File: config.mk
export PLATFORM = sky130hd
export DESIGN_NAME = dpl_ctrl
export DESIGN_NICKNAME = d
export VERILOG_FILES = /design/src/hdl/dpl_pkg.sv /design/src/hdl/dpl_div.sv /design/src/hdl/dpl_ctrl.sv
export SDC_FILE = /design/constraint.sdc
export NUM_CORES = 2
export LEC_CHECK = 0
export BUFFER_PORTS_ARGS = -buffer_cell sky130_fd_sc_hd__buf_2
export CAP_MARGIN = 25
export CORE_MARGIN = 1
export CORE_UTILIZATION = 40
export DETAILED_ROUTE_END_ITERATION = 8
export GPL_TIMING_DRIVEN = 0
export PLACE_DENSITY = 0.62
export SLEW_MARGIN = 15
export SYNTH_ARGS = -nofsm -noshare
export SYNTH_HDL_FRONTEND = slang
export SYNTH_SLANG_ARGS = --single-unit
File: constraint.sdc
create_clock -name CLK_I -period 17.9 [get_ports CLK_I]
set_clock_uncertainty 0.2 [all_clocks]
set_input_delay 3.58 -clock CLK_I [delete_from_list [all_inputs] [get_ports CLK_I]]
set_output_delay 3.58 -clock CLK_I [all_outputs]
set_load 0.01 [all_outputs]
File: src/hdl/dpl_pkg.sv
// Purpose: shared constants and types of the digital loop control block
// Assumes: CLK_I is the internal resonator reference at 25 MHz
// Notes: byte offsets of the APB register map live here
package dpl_pkg;

   localparam int unsigned CLK_HZ = 25_000_000;
   localparam int unsigned SKIP_TIMEOUT_US = 20_000;
   localparam int unsigned SKIP_CYCLES =
      SKIP_TIMEOUT_US * (CLK_HZ / 1_000_000);
   localparam int unsigned HOLD_LOG2 = 23;
   localparam int unsigned HOLD_CYCLES = 1 << HOLD_LOG2;

   localparam int CNT_W = 24;
   localparam int RATIO_W = 32;
   localparam int ADDR_W = 8;
   localparam int BW_W = 3;

   localparam logic [7:0] OFF_CFG = 8'h00;
   localparam logic [7:0] OFF_RATIO0 = 8'h04;
   localparam logic [7:0] OFF_RATIO1 = 8'h08;
   localparam logic [7:0] OFF_RATIO2 = 8'h0c;
   localparam logic [7:0] OFF_RATIO3 = 8'h10;
   localparam logic [7:0] OFF_STATUS = 8'h14;
   localparam logic [7:0] OFF_NVAL = 8'h18;
   localparam logic [7:0] OFF_PERIOD = 8'h1c;

   localparam int CFG_SKIP_BIT = 0;
   localparam int CFG_OWU_BIT = 1;
   localparam int CFG_BW_LSB = 4;
   localparam int ST_LOCK_BIT = 0;
   localparam int ST_OUT_BIT = 1;
   localparam int ST_MODE_LSB = 2;
   localparam int ST_STATE_LSB = 4;
   localparam int ST_SHIFT_LSB = 8;

   localparam logic [31:0] RATIO_RST = 32'h0010_0000;
   localparam logic [3:0] LOCK_GOOD = 4'h8;
   localparam int LOCK_TOL_SH = 6;
   localparam int GLITCH_SH = 3;
   localparam int GAP_SH = 1;
   localparam logic [3:0] BW_SHIFT_MAX = 4'h8;
   localparam logic [3:0] ACQ_SHIFT = 4'h0;
   localparam logic [5:0] DIV_STEPS = 6'h20;

   typedef enum logic [3:0] {
      ST_ACQ = 4'b0001,
      ST_LOCK = 4'b0010,
      ST_GAP = 4'b0100,
      ST_EXP = 4'b1000
   } dpl_state_t;

endpackage : dpl_pkg

File: src/hdl/dpl_div.sv
// Purpose: sequential restoring divider, ratio over measured period
// Assumes: divisor is never zero while start_i is high
// Notes: done_o pulses one cycle, 33 cycles after start_i
`timescale 1ns/1ps
`default_nettype none
module dpl_div (
   input wire logic clk_i, // resonator clock
   input wire logic srst_i, // synchronous reset
   input wire logic start_i, // begin a division
   input wire logic [31:0] dividend_i, // desired ratio
   input wire logic [23:0] divisor_i, // reference period
   output logic [31:0] quotient_o, // result
   output logic done_o // result valid pulse
);

   typedef struct packed {
      logic busy;
      logic done;
      logic [5:0] cnt;
      logic [24:0] rem;
      logic [31:0] dvd;
      logic [23:0] dvs;
      logic [31:0] quo;
   } dpl_div_st_t;

   dpl_div_st_t q, d;
   logic [24:0] rem_sh;

   always_comb begin
      d = q;
      d.done = 1'b0;
      rem_sh = {q.rem[23:0], q.dvd[31]};
      if (start_i) begin
         d.busy = 1'b1;
         d.cnt = '0;
         d.rem = '0;
         d.dvd = dividend_i;
         d.dvs = divisor_i;
         d.quo = '0;
      end else if (q.busy) begin
         d.dvd = {q.dvd[30:0], 1'b0};
         if (rem_sh >= {1'b0, q.dvs}) begin
            d.rem = rem_sh - {1'b0, q.dvs};
            d.quo = {q.quo[30:0], 1'b1};
         end else begin
            d.rem = rem_sh;
            d.quo = {q.quo[30:0], 1'b0};
         end
         d.cnt = q.cnt + 6'h01;
         if (q.cnt == dpl_pkg::DIV_STEPS - 6'h01) begin
            d.busy = 1'b0;
            d.done = 1'b1;
         end
      end
   end

   always_ff @(posedge clk_i) begin
      if (srst_i) begin
         q <= '0;
      end else begin
         q <= d;
      end
   end

   assign quotient_o = q.quo;
   assign done_o = q.done;

endmodule : dpl_div
`default_nettype wire

File: src/hdl/dpl_ctrl.sv
// Purpose: digital loop control: ratio, divide value N, lock and skip
// Assumes: CLK_I is the internal resonator reference, 25 MHz
// Notes: APB3 slave, registers answer with no wait cycle
`timescale 1ns/1ps
`default_nettype none
// How it works
// measure ratio, compare, produce N
// resonator drift removed by period remeasure
// convert reference ratio to resonator ratio
// mode pins pick ratio and set
// global settings unaffected by mode pins
// skip enable holds lock across gaps
// skipping only for reference below 80 kHz; the reference rate is not checked here, skip_en alone allows it
// output runs 2^23 cycles after stop
// period change as it stops unlocks immediately
// hold timeout declares unlock, output per setting
// late return: reacquire, then resume output
// return before timeout, after skip: reacquire
// quick return without skip: reacquire unlocked
// quick return with skip: output continuous
// minimum bandwidth from three-bit select
// jitter above corner attenuated, below passed
// wide bandwidth while acquiring, then settle
// system picks lowest bandwidth avoiding wander
// lock within 200 periods or 3 ms
// hold counter restarts on every reference edge
module dpl_ctrl #(
   parameter int unsigned HOLD_CYCLES = dpl_pkg::HOLD_CYCLES,
   parameter int unsigned SKIP_CYCLES = dpl_pkg::SKIP_CYCLES
) (
   input wire logic CLK_I, // resonator reference clock
   input wire logic SRST_I, // synchronous reset, high
   input wire logic REF_CLK_I, // reference clock pin
   input wire logic [1:0] MODE_SEL_I, // mode select pins
   input wire logic PSEL_I, // apb select
   input wire logic PENABLE_I, // apb enable
   input wire logic PWRITE_I, // apb direction
   input wire logic [7:0] PADDR_I, // apb byte address
   input wire logic [31:0] PWDATA_I, // apb write data
   output logic [31:0] PRDATA_O, // apb read data
   output logic PREADY_O, // apb ready
   output logic PSLVERR_O, // apb error, unmapped
   output logic [31:0] N_VALUE_O, // divide value to synthesizer
   output logic LOCKED_O, // loop locked
   output logic OUT_EN_O // synthesized output enable
);

   // limits cut to the width of the gap counter
   localparam logic [23:0] HOLD_L = 24'(HOLD_CYCLES - 1);
   localparam logic [23:0] SKIP_L = 24'(SKIP_CYCLES);

   typedef struct packed {
      logic [2:0] ref_s;
      logic [1:0] mode_m;
      logic [1:0] mode_s;
      logic [1:0] mode_prev;
      dpl_pkg::dpl_state_t state;
      logic [23:0] since;
      logic [23:0] period;
      logic have_prev;
      logic [31:0] n;
      logic [31:0] target;
      logic [3:0] shift;
      logic [3:0] good;
      logic skip_en;
      logic owu;
      logic [2:0] bw_sel;
      logic [3:0][31:0] ratio;
      logic div_start;
      logic [31:0] prdata;
      logic pready;
      logic pslverr;
      logic locked;
      logic out_en;
   } dpl_ctrl_st_t;

   dpl_ctrl_st_t q, d;

   function automatic logic [3:0] min_shift(input logic [2:0] sel);
      min_shift = dpl_pkg::BW_SHIFT_MAX - {1'b0, sel};
   endfunction : min_shift

   function automatic logic mapped(input logic [7:0] a);
      mapped = (a == dpl_pkg::OFF_CFG) || (a == dpl_pkg::OFF_RATIO0) ||
         (a == dpl_pkg::OFF_RATIO1) || (a == dpl_pkg::OFF_RATIO2) ||
         (a == dpl_pkg::OFF_RATIO3) || (a == dpl_pkg::OFF_STATUS) ||
         (a == dpl_pkg::OFF_NVAL) || (a == dpl_pkg::OFF_PERIOD);
   endfunction : mapped

   logic div_done;
   logic [31:0] div_quo;
   logic ref_edge;
   logic [23:0] meas;
   logic [24:0] tol_lo;
   logic [24:0] tol_hi;
   logic [24:0] gap_lim;
   logic glitch;
   logic [31:0] ratio_sel;
   logic [55:0] meas_ratio;
   logic [55:0] ratio_err;
   logic in_tol;
   logic [32:0] step;
   logic [32:0] nsum;
   logic [31:0] status;
   logic [31:0] cfg_word;
   logic [3:0] min_sh;

   // one division per measured period, result 34 cycles after the edge
   dpl_div u_div (
      .clk_i(CLK_I),
      .srst_i(SRST_I),
      .start_i(q.div_start),
      .dividend_i(ratio_sel),
      .divisor_i(q.period),
      .quotient_o(div_quo),
      .done_o(div_done)
   );

   always_comb begin
      d = q;
      d.div_start = 1'b0;
      // two-stage sync on the pins, third stage for edge detect
      d.ref_s = {q.ref_s[1:0], REF_CLK_I};
      d.mode_m = MODE_SEL_I;
      d.mode_s = q.mode_m;
      d.mode_prev = q.mode_s;
      ref_edge = q.ref_s[1] & ~q.ref_s[2];
      ratio_sel = q.ratio[q.mode_s];
      min_sh = min_shift(q.bw_sel);
      meas = (q.since == '1) ? q.since : q.since + 24'h000001;
      d.since = ref_edge ? '0 : meas;
      // window that tells a glitch from a clean stop
      tol_lo = {1'b0, q.period} - ({1'b0, q.period} >> dpl_pkg::GLITCH_SH);
      tol_hi = {1'b0, q.period} + ({1'b0, q.period} >> dpl_pkg::GLITCH_SH);
      gap_lim = {1'b0, q.period} + ({1'b0, q.period} >> dpl_pkg::GAP_SH);
      glitch = q.have_prev &&
         (({1'b0, meas} < tol_lo) || ({1'b0, meas} > tol_hi));
      // output ratio implied by N against the measured period
      meas_ratio = q.n * q.period;
      ratio_err = (meas_ratio > {24'h000000, ratio_sel}) ?
         meas_ratio - {24'h000000, ratio_sel} :
         {24'h000000, ratio_sel} - meas_ratio;
      in_tol = ratio_err <= ({24'h000000, ratio_sel} >> dpl_pkg::LOCK_TOL_SH);
      // first-order loop: step toward target, bandwidth set by shift
      step = $signed({1'b0, q.target} - {1'b0, q.n}) >>> q.shift;
      nsum = {1'b0, q.n} + step;

      unique case (q.state)
         dpl_pkg::ST_ACQ: begin
            if (ref_edge) begin
               d.have_prev = 1'b1;
               if (q.have_prev) begin
                  d.period = meas;
                  d.div_start = 1'b1;
               end
               if (glitch) begin
                  d.good = '0;
               end
            end else if (q.since >= HOLD_L) begin
               d.have_prev = 1'b0;
               d.state = dpl_pkg::ST_EXP;
            end
         end
         dpl_pkg::ST_LOCK: begin
            if (ref_edge) begin
               if (glitch) begin
                  d.state = dpl_pkg::ST_ACQ;
                  d.good = '0;
                  d.shift = dpl_pkg::ACQ_SHIFT;
               end else begin
                  d.period = meas;
                  d.div_start = 1'b1;
               end
            end else if ({1'b0, q.since} > gap_lim) begin
               d.state = dpl_pkg::ST_GAP;
            end
         end
         // gap: lock and output kept while the reference is away
         dpl_pkg::ST_GAP: begin
            if (ref_edge) begin
               if (q.skip_en && (q.since < SKIP_L)) begin
                  d.state = dpl_pkg::ST_LOCK;
               end else begin
                  d.state = dpl_pkg::ST_ACQ;
                  d.good = '0;
                  d.shift = dpl_pkg::ACQ_SHIFT;
               end
               d.have_prev = 1'b1;
            end else if (q.since >= HOLD_L) begin
               d.state = dpl_pkg::ST_EXP;
               d.have_prev = 1'b0;
            end
         end
         // timed out: the next edge restarts acquisition
         dpl_pkg::ST_EXP: begin
            if (ref_edge) begin
               d.state = dpl_pkg::ST_ACQ;
               d.have_prev = 1'b1;
               d.good = '0;
               d.shift = dpl_pkg::ACQ_SHIFT;
            end
         end
         default: begin
            d.state = dpl_pkg::ST_ACQ;
         end
      endcase

      // a fresh quotient is the desired ratio against the resonator
      if (div_done && ((q.state == dpl_pkg::ST_ACQ) ||
            (q.state == dpl_pkg::ST_LOCK))) begin
         d.target = div_quo;
         d.n = nsum[31:0];
         if (q.state == dpl_pkg::ST_ACQ) begin
            d.shift = dpl_pkg::ACQ_SHIFT;
            if (!in_tol) begin
               d.good = '0;
            end else if (q.good == dpl_pkg::LOCK_GOOD - 4'h1) begin
               d.state = dpl_pkg::ST_LOCK;
               d.good = '0;
            end else begin
               d.good = q.good + 4'h1;
            end
         end else if (q.shift < min_sh) begin
            d.shift = q.shift + 4'h1;
         end else begin
            d.shift = min_sh;
         end
      end

      // only the ratio and set change with the mode, not the globals
      if (q.mode_s != q.mode_prev) begin
         d.state = dpl_pkg::ST_ACQ;
         d.good = '0;
         d.shift = dpl_pkg::ACQ_SHIFT;
      end

      d.locked = (d.state == dpl_pkg::ST_LOCK) ||
         (d.state == dpl_pkg::ST_GAP);
      d.out_en = d.locked || q.owu;

      // apb slave: ready and read data in the first access cycle
      cfg_word = '0;
      cfg_word[dpl_pkg::CFG_SKIP_BIT] = q.skip_en;
      cfg_word[dpl_pkg::CFG_OWU_BIT] = q.owu;
      cfg_word[dpl_pkg::CFG_BW_LSB +: dpl_pkg::BW_W] = q.bw_sel;
      status = '0;
      status[dpl_pkg::ST_LOCK_BIT] = q.locked;
      status[dpl_pkg::ST_OUT_BIT] = q.out_en;
      status[dpl_pkg::ST_MODE_LSB +: 2] = q.mode_s;
      status[dpl_pkg::ST_STATE_LSB +: 4] = q.state;
      status[dpl_pkg::ST_SHIFT_LSB +: 4] = q.shift;
      d.pready = PSEL_I & ~PENABLE_I;
      d.pslverr = PSEL_I & ~PENABLE_I & ~mapped(PADDR_I);
      d.prdata = '0;
      if (PSEL_I && !PENABLE_I && !PWRITE_I) begin
         unique case (PADDR_I)
            dpl_pkg::OFF_CFG: d.prdata = cfg_word;
            dpl_pkg::OFF_RATIO0: d.prdata = q.ratio[0];
            dpl_pkg::OFF_RATIO1: d.prdata = q.ratio[1];
            dpl_pkg::OFF_RATIO2: d.prdata = q.ratio[2];
            dpl_pkg::OFF_RATIO3: d.prdata = q.ratio[3];
            dpl_pkg::OFF_STATUS: d.prdata = status;
            dpl_pkg::OFF_NVAL: d.prdata = q.n;
            dpl_pkg::OFF_PERIOD: d.prdata = {8'h00, q.period};
            default: d.prdata = '0;
         endcase
      end
      if (PSEL_I && PENABLE_I && q.pready && PWRITE_I) begin
         unique case (PADDR_I)
            dpl_pkg::OFF_CFG: begin
               d.skip_en = PWDATA_I[dpl_pkg::CFG_SKIP_BIT];
               d.owu = PWDATA_I[dpl_pkg::CFG_OWU_BIT];
               d.bw_sel = PWDATA_I[dpl_pkg::CFG_BW_LSB +: dpl_pkg::BW_W];
            end
            dpl_pkg::OFF_RATIO0: d.ratio[0] = PWDATA_I;
            dpl_pkg::OFF_RATIO1: d.ratio[1] = PWDATA_I;
            dpl_pkg::OFF_RATIO2: d.ratio[2] = PWDATA_I;
            dpl_pkg::OFF_RATIO3: d.ratio[3] = PWDATA_I;
            default: begin
            end
         endcase
      end
   end

   // reset: acquire, every stored ratio at its default
   always_ff @(posedge CLK_I) begin
      if (SRST_I) begin
         q <= '0;
         q.state <= dpl_pkg::ST_ACQ;
         q.ratio <= {4{dpl_pkg::RATIO_RST}};
      end else begin
         q <= d;
      end
   end

   assign PRDATA_O = q.prdata;
   assign PREADY_O = q.pready;
   assign PSLVERR_O = q.pslverr;
   assign N_VALUE_O = q.n;
   assign LOCKED_O = q.locked;
   assign OUT_EN_O = q.out_en;

endmodule : dpl_ctrl
`default_nettype wire

# Word-level counts from Yosys, hierarchy flattened
# Cells that the tools add are included.
# classes
n_addsub	13
mux	54
n_bitwise	8
eq_ne	28
magnitude_cmp	10
n_reduce_logical	40
n_mul	1
shift	1
# op_table
cell	n
one-hot mux 32 bit (8 select lines)	1
two-way mux 24 bit	5
two-way mux 4 bit	19
two-way mux 65 bit	1
binary-select mux 32 bit (select 2 bit)	1
two-way mux 32 bit	2
greater-than comparator 56 x 32 -> 1 bit	1
<= comparator 56 x 26 -> 1 bit	1
multiplier 32 x 24 -> 56 bit	1
two-way mux 56 bit	1
subtractor 32 x 56 -> 56 bit	1
subtractor 56 x 32 -> 56 bit	1
greater-than comparator 24 x 25 -> 1 bit	2
two-way mux 8 bit	6
one-hot mux 24 bit (2 select lines)	1
>>> shifter 33 x 4 -> 32 bit	1
subtractor 32 x 32 -> 33 bit	1
adder 32 bit	1
== test 8 x 5 -> 1 bit (second input constant)	4
one-hot mux 4 bit (4 select lines)	2
adder 24 x 21 -> 25 bit	1
adder 24 x 23 -> 25 bit	1
>= comparator 25 x 24 -> 1 bit	1
less-than comparator 24 x 25 -> 1 bit	1
42 further kinds	98
# word_totals
wordCells	187
output_inout_bits	68
reg_bits	425

# Logic depth before layout (Yosys ltp)
# depth
depth_word	16
depth_mapped	60
ltp_nobuf	54

# Hierarchy
# A second synthesis with hierarchy kept.
# unflattened
cells_unflattened	7199
hier_area_um2	57956.8
# modules_own_cells
module	instances	area_per_inst_um2	cells_each
dpl_ctrl	1	51434.3	6407
dpl_div	1	6522.5	792

# Least setup slack after synthesis
# No wires, ideal clock.
# synth_path
kind	flip-flop to flip-flop
start	register q[251] in the netlist's numbering
end	register q[173] in the netlist's numbering
path_slack_ns	4.756
n_path_buf	7
arrival_ns	12.849
path_stages_with_launch	58
cell_sequence	dfxtp_1 > clkbuf_1 > clkinv_1 > buf_1 > nor2_1 > fa_1 > fa_1 > inv_1 > fa_1 > fa_1 > fa_1 > inv_1 > fa_1 > inv_1 > fa_1 > inv_1 > ha_1 > a21oi_1 > (+22 left out) > ha_1 > nor2b_1 > o21a_1 > o21a_1 > o21a_1 > o21a_1 > o21a_1 > o21a_1 > o21a_1 > o31a_1 > o21ai_0 > a22oi_1 > nor4b_1 > o2111ai_1 > nor4_1 > and4_4 > nand3_2 > o41ai_2
# synth_between
elab_chain_cells	9
elab_cells_between_ends	20
classes_between	4 x add/sub; 1 x mul; 4 x order compare; 9 x mux; 2 x reduce/logical
# synth_rtl
element	line	text
start, declared	dpl_ctrl.sv:77	dpl_ctrl_st_t q, d;
branches (longest 8 deep; another with multiplier 32 x 24 -> 56 bit)	-	
two-way mux 8 bit (*)	dpl_ctrl.sv:209	if (div_done && ((q.state == dpl_pkg::ST_ACQ) ||
# Every way passes the cells marked *. The select of a mux whose other input is x is not followed.
# A chain may end at the register's enable or synchronous reset.

# Worst setup path after layout
# layout_path
start	register q (netlist bit N_VALUE_O[14])
end	register q (netlist bit OUT_EN_O)
# layout_between
elab_chain_cells	11
elab_cells_between_ends	14
classes_between	2 x add/sub; 1 x mul; 2 x order compare; 2 x eq/ne; 5 x mux; 2 x reduce/logical
# layout_rtl
element	line	text
multiplier 32 x 24 -> 56 bit (*)	dpl_ctrl.sv:139	meas_ratio = q.n * q.period;
subtractor 32 x 56 -> 56 bit (tied with other cells)	dpl_ctrl.sv:142	{24'h000000, ratio_sel} - meas_ratio;
two-way mux 56 bit (*)	dpl_ctrl.sv:140	ratio_err = (meas_ratio > {24'h000000, ratio_sel}) ?
<= comparator 56 x 26 -> 1 bit (*)	dpl_ctrl.sv:143	in_tol = ratio_err <= ({24'h000000, ratio_sel} >> dpl_pkg::LOCK_TOL_SH);
two-way mux 4 bit (*)	dpl_ctrl.sv:215	if (!in_tol) begin
two-way mux 4 bit (*)	dpl_ctrl.sv:213	if (q.state == dpl_pkg::ST_ACQ) begin
two-way mux 4 bit (*)	dpl_ctrl.sv:209	
two-way mux 4 bit (*)	dpl_ctrl.sv:231	if (q.mode_s != q.mode_prev) begin
== test 4 x 2 -> 1 bit or == test 4 x 3 -> 1 bit (tied branches)	dpl_ctrl.sv:237, dpl_ctrl.sv:238	
logical OR 1 bit (*)	dpl_ctrl.sv:237	d.locked = (d.state == dpl_pkg::ST_LOCK) ||
logical OR 1 bit (*)	dpl_ctrl.sv:239	d.out_en = d.locked || q.owu;
# Every way passes the cells marked *; elsewhere a longest branch is shown, timed or not.

==> reports/summary.txt <==
outcome: finished clean
initial DRC count: 5,883
met3 Usage GRT: 0.0744
row cnt: 138
Initial Util: 0.402
CP max stage delay: 0.84 ns
Longest Clk Path Bufs: 3
Slowest-stage cell, CP: clkbuf_1
R2R depth: 58
PostCTS Resize Cnt: 2
input/output buffers: 113
Crit path max-delay family: adder cells
CP Data Required Time: 18.26 ns
Post-synth EDFFs: 0
sequential power share: 0.426
MaxCap Viol Count: 0
largest family of logic cells by synthesized area: adder cells
hold path endpoint: d[296]
final wirelength: 223,000 µm
Hold Path Depth: 1
crit-path max FO: 10
Mean Syn Cell Area: 8.11 µm²
cts hold-fix bufs: 0
Num CTS Buffers: 48
Critical Path AT: 17.53 ns
Post-Synth Adder-Cell Area: 0.346
Final Hold Fails: 0
count leader, synth: inv_1
met2 capacity usage during global routing: 0.460
vias: 52,200
post-synth top area share: 0.234
ANT nets after route: 0
Top Usage Layer GRT: met2
fin nets: 8,434
r2r startpoint: N_VALUE_O[14]
gp weighted congestion: 0.990
Root Driver: clkbuf_16
initial antenna violation count: 13
dpl hpwl: 181,000 µm
first-pass GRT wire length: 329,000 µm
P_leak: 27.7 nW
die area: 144,000 µm²
setup bufs post-CTS: 0
drc violations: 0
GRT Util Overall: 0.309
VDD IR max: 0.0650 mV
proportion of layout cells with a drive suffix above 1: 0.0622
Comb pwr share: 0.084
chip height: 379 µm
Worst setup SP type: register
largest net degree at the start of global routing: 14
cell taking the most area after synthesis: fa_1
Filler Cell Count: 14,300
syn nets: 8,236
I/O pins: 116
final slew viol count: 0
post-synthesis cell count: 7,014
most used cell, CP: fa_1
Post-synth ARST share: 0
H-tree depth: 2
hold_sp: d[298]
Yosys reg bits: 424
post-synthesis xor/xnor area fraction: 0.0354
vias in the first global route: 50,600
Main synth FF type: dfxtp_1
CP Capture Type: register
WP buf/inv: 12
Least-Margin Pin Slew: 1.16 ns
met1 usage: 0.419
post-synthesis simple-gate area fraction: 0.173
post-layout util: 0.440
relative slew slack: 0.223
switching power: 577 µW
Synth Area in Compound Gates: 0.154
minimum clock period: 17.17 ns
reg2reg end: OUT_EN_O
synth unique cells: 106
Setup TNS: 0 ns
mean number of vias per cell: 5.70
multiplexer area fraction after synthesis: 0.0421
DIE WIDTH: 379 µm
P&R area growth vs syn: 9.29%
Wirelength per Cell: 24.4 µm
clk slew on worst S/H paths: 0.06 ns
TritonRoute pass-1 iters: 6
RSZ-0062 raised after global routing: no
Hold/Removal Path Class: reg2reg
TritonCTS clock tree: built
post-synthesis sequential area ratio: 0.149
Synth area leaders: fa_1 (23%), dfxtp_1 (15%), ha_1 (11%), inv_1 (6.5%), nand2_1 (6.3%)
Clock Power Share: 0.490
synth cell count leaders: inv_1 (987), nand2_1 (950), fa_1 (666), nor2_1 (614), ha_1 (508)
final setup vio count: 0
Net Sw Frac: 0.258
P_int: 1.66 mW
crit path kind: reg2reg
fin crit share: 0.959
grt total ovfl: 0
PD cells: 35.9 nW/µm²
Core Area: 141,000 µm²
Worst-Skew Late Latency: 0.67 ns
FMAX: 58.2 MHz
Clock Sinks: 424
reg2reg setup slack: 0.73 ns
Warnings, synthesis: 0
synthesized area: 56,900 µm²
[worst max path at each step]
stage               depth (start not counted)       end          start
floorplan                                  57    q[173]         q[251]
global placement                           57  OUT_EN_O         q[251]
detailed placement                         57  OUT_EN_O         q[251]
CTS                                        57  OUT_EN_O         q[251]
global route                               59  OUT_EN_O         q[251]
finish                                     58  OUT_EN_O  N_VALUE_O[14]
[power by group through the flow]
stage	registers [mW]	clock network, mW	logic (mW)
floorplan	0.970	0	0.114
global placement	0.974	0	0.176
detailed placement	0.973	0	0.181
CTS	0.952	1.10	0.182
global route	0.951	1.14	0.199
finish	0.952	1.09	0.187
[cells in the final DEF, fill, tap and decap left out, types with 43 or more instances in the layout]
cell type / instances
a211oi_1: 138
a21o_1: 118
a21oi_1: 475
a22oi_1: 95
a31oi_1: 48
and2_1: 97
buf_1: 43
buf_2: 125
buf_4: 67
clkbuf_1: 302
clkbuf_16: 49
dfxtp_1: 421
fa_1: 666
ha_1: 508
inv_1: 987
mux2i_1: 148
nand2_1: 950
nand3_1: 75
nand4_1: 61
nor2_1: 614
nor2b_1: 112
nor3_1: 75
o21a_1: 58
o21ai_0: 162
xnor2_1: 160
xor2_1: 70
[area by class of cell]
class | instances | area, µm² | area share
timing repair buffer | 148 | 1110 | 0.0178
inverter | 1004 | 3770 | 0.0606
buffer | 444 | 1980 | 0.0319
tap | 1890 | 2360 | 0.0380
clock inverter | 22 | 305 | 0.00491
multi-input combinational | 5142 | 42700 | 0.687
sequential | 424 | 8490 | 0.137
clock buffer | 67 | 1410 | 0.0227
antenna | 12 | 30.0 | 0.000483
[worst reg2reg max path: cells and delay by family (launching register included)]
family	cells	cell delay, ns
simple gates	14	3.61
compound gates	20	4.22
flops	1	0.45
xor+xnor	2	0.56
fa+ha+maj	10	4.58
buf+inv	12	3.46
[registers in the layout, indices dropped and copies added (netlist names)]
register / flops
u_div.done_o: 1
LOCKED_O: 1
N_VALUE_O: 32
OUT_EN_O: 1
PREADY_O: 1
q: 225
d: 6
u_div.quotient_o: 32
u_div.q: 87
PRDATA_O: 32
cfg_word: 5
PSLVERR_O: 1
[metal layers]
layer,wire [µm],up-vias,part of all wire
met5,92,-,0.00041
li1,-,23400,-
met3,23100,465,0.10
met1,94100,25800,0.42
met4,12400,14,0.055
met2,93600,2538,0.42
[through the flow]
stage / std cells / hold WS (ns) / cell area [µm²] / setup WS [ns] / power, mW
3_3_place_gp: 9017 / 0.230 / 59800 / -1.20 / 1.15
3_5_place_dp: 9043 / 0.226 / 60200 / -0.375 / 1.15
6_report: 9153 / 0.242 / 62200 / 0.729 / 2.23
4_1_cts: 9132 / 0.247 / 62000 / 0.110 / 2.24
2_1_floorplan: 7014 / 0.214 / 56900 / 4.76 / 1.08
5_1_grt: 9141 / 0.260 / 62200 / 0.172 / 2.29
[kinds of logic (layout without fill, tap and decap cells)]
logic type	after synthesis	count (layout)
simple gates	2200	2200
other cells	0	12
buf+inv	1448	1685
mux	195	195
flops	424	424
compound gates	1343	1343
fa+ha+maj	1174	1174
xor+xnor	230	230
Note: power is estimated with default switching activity, not from simulation.
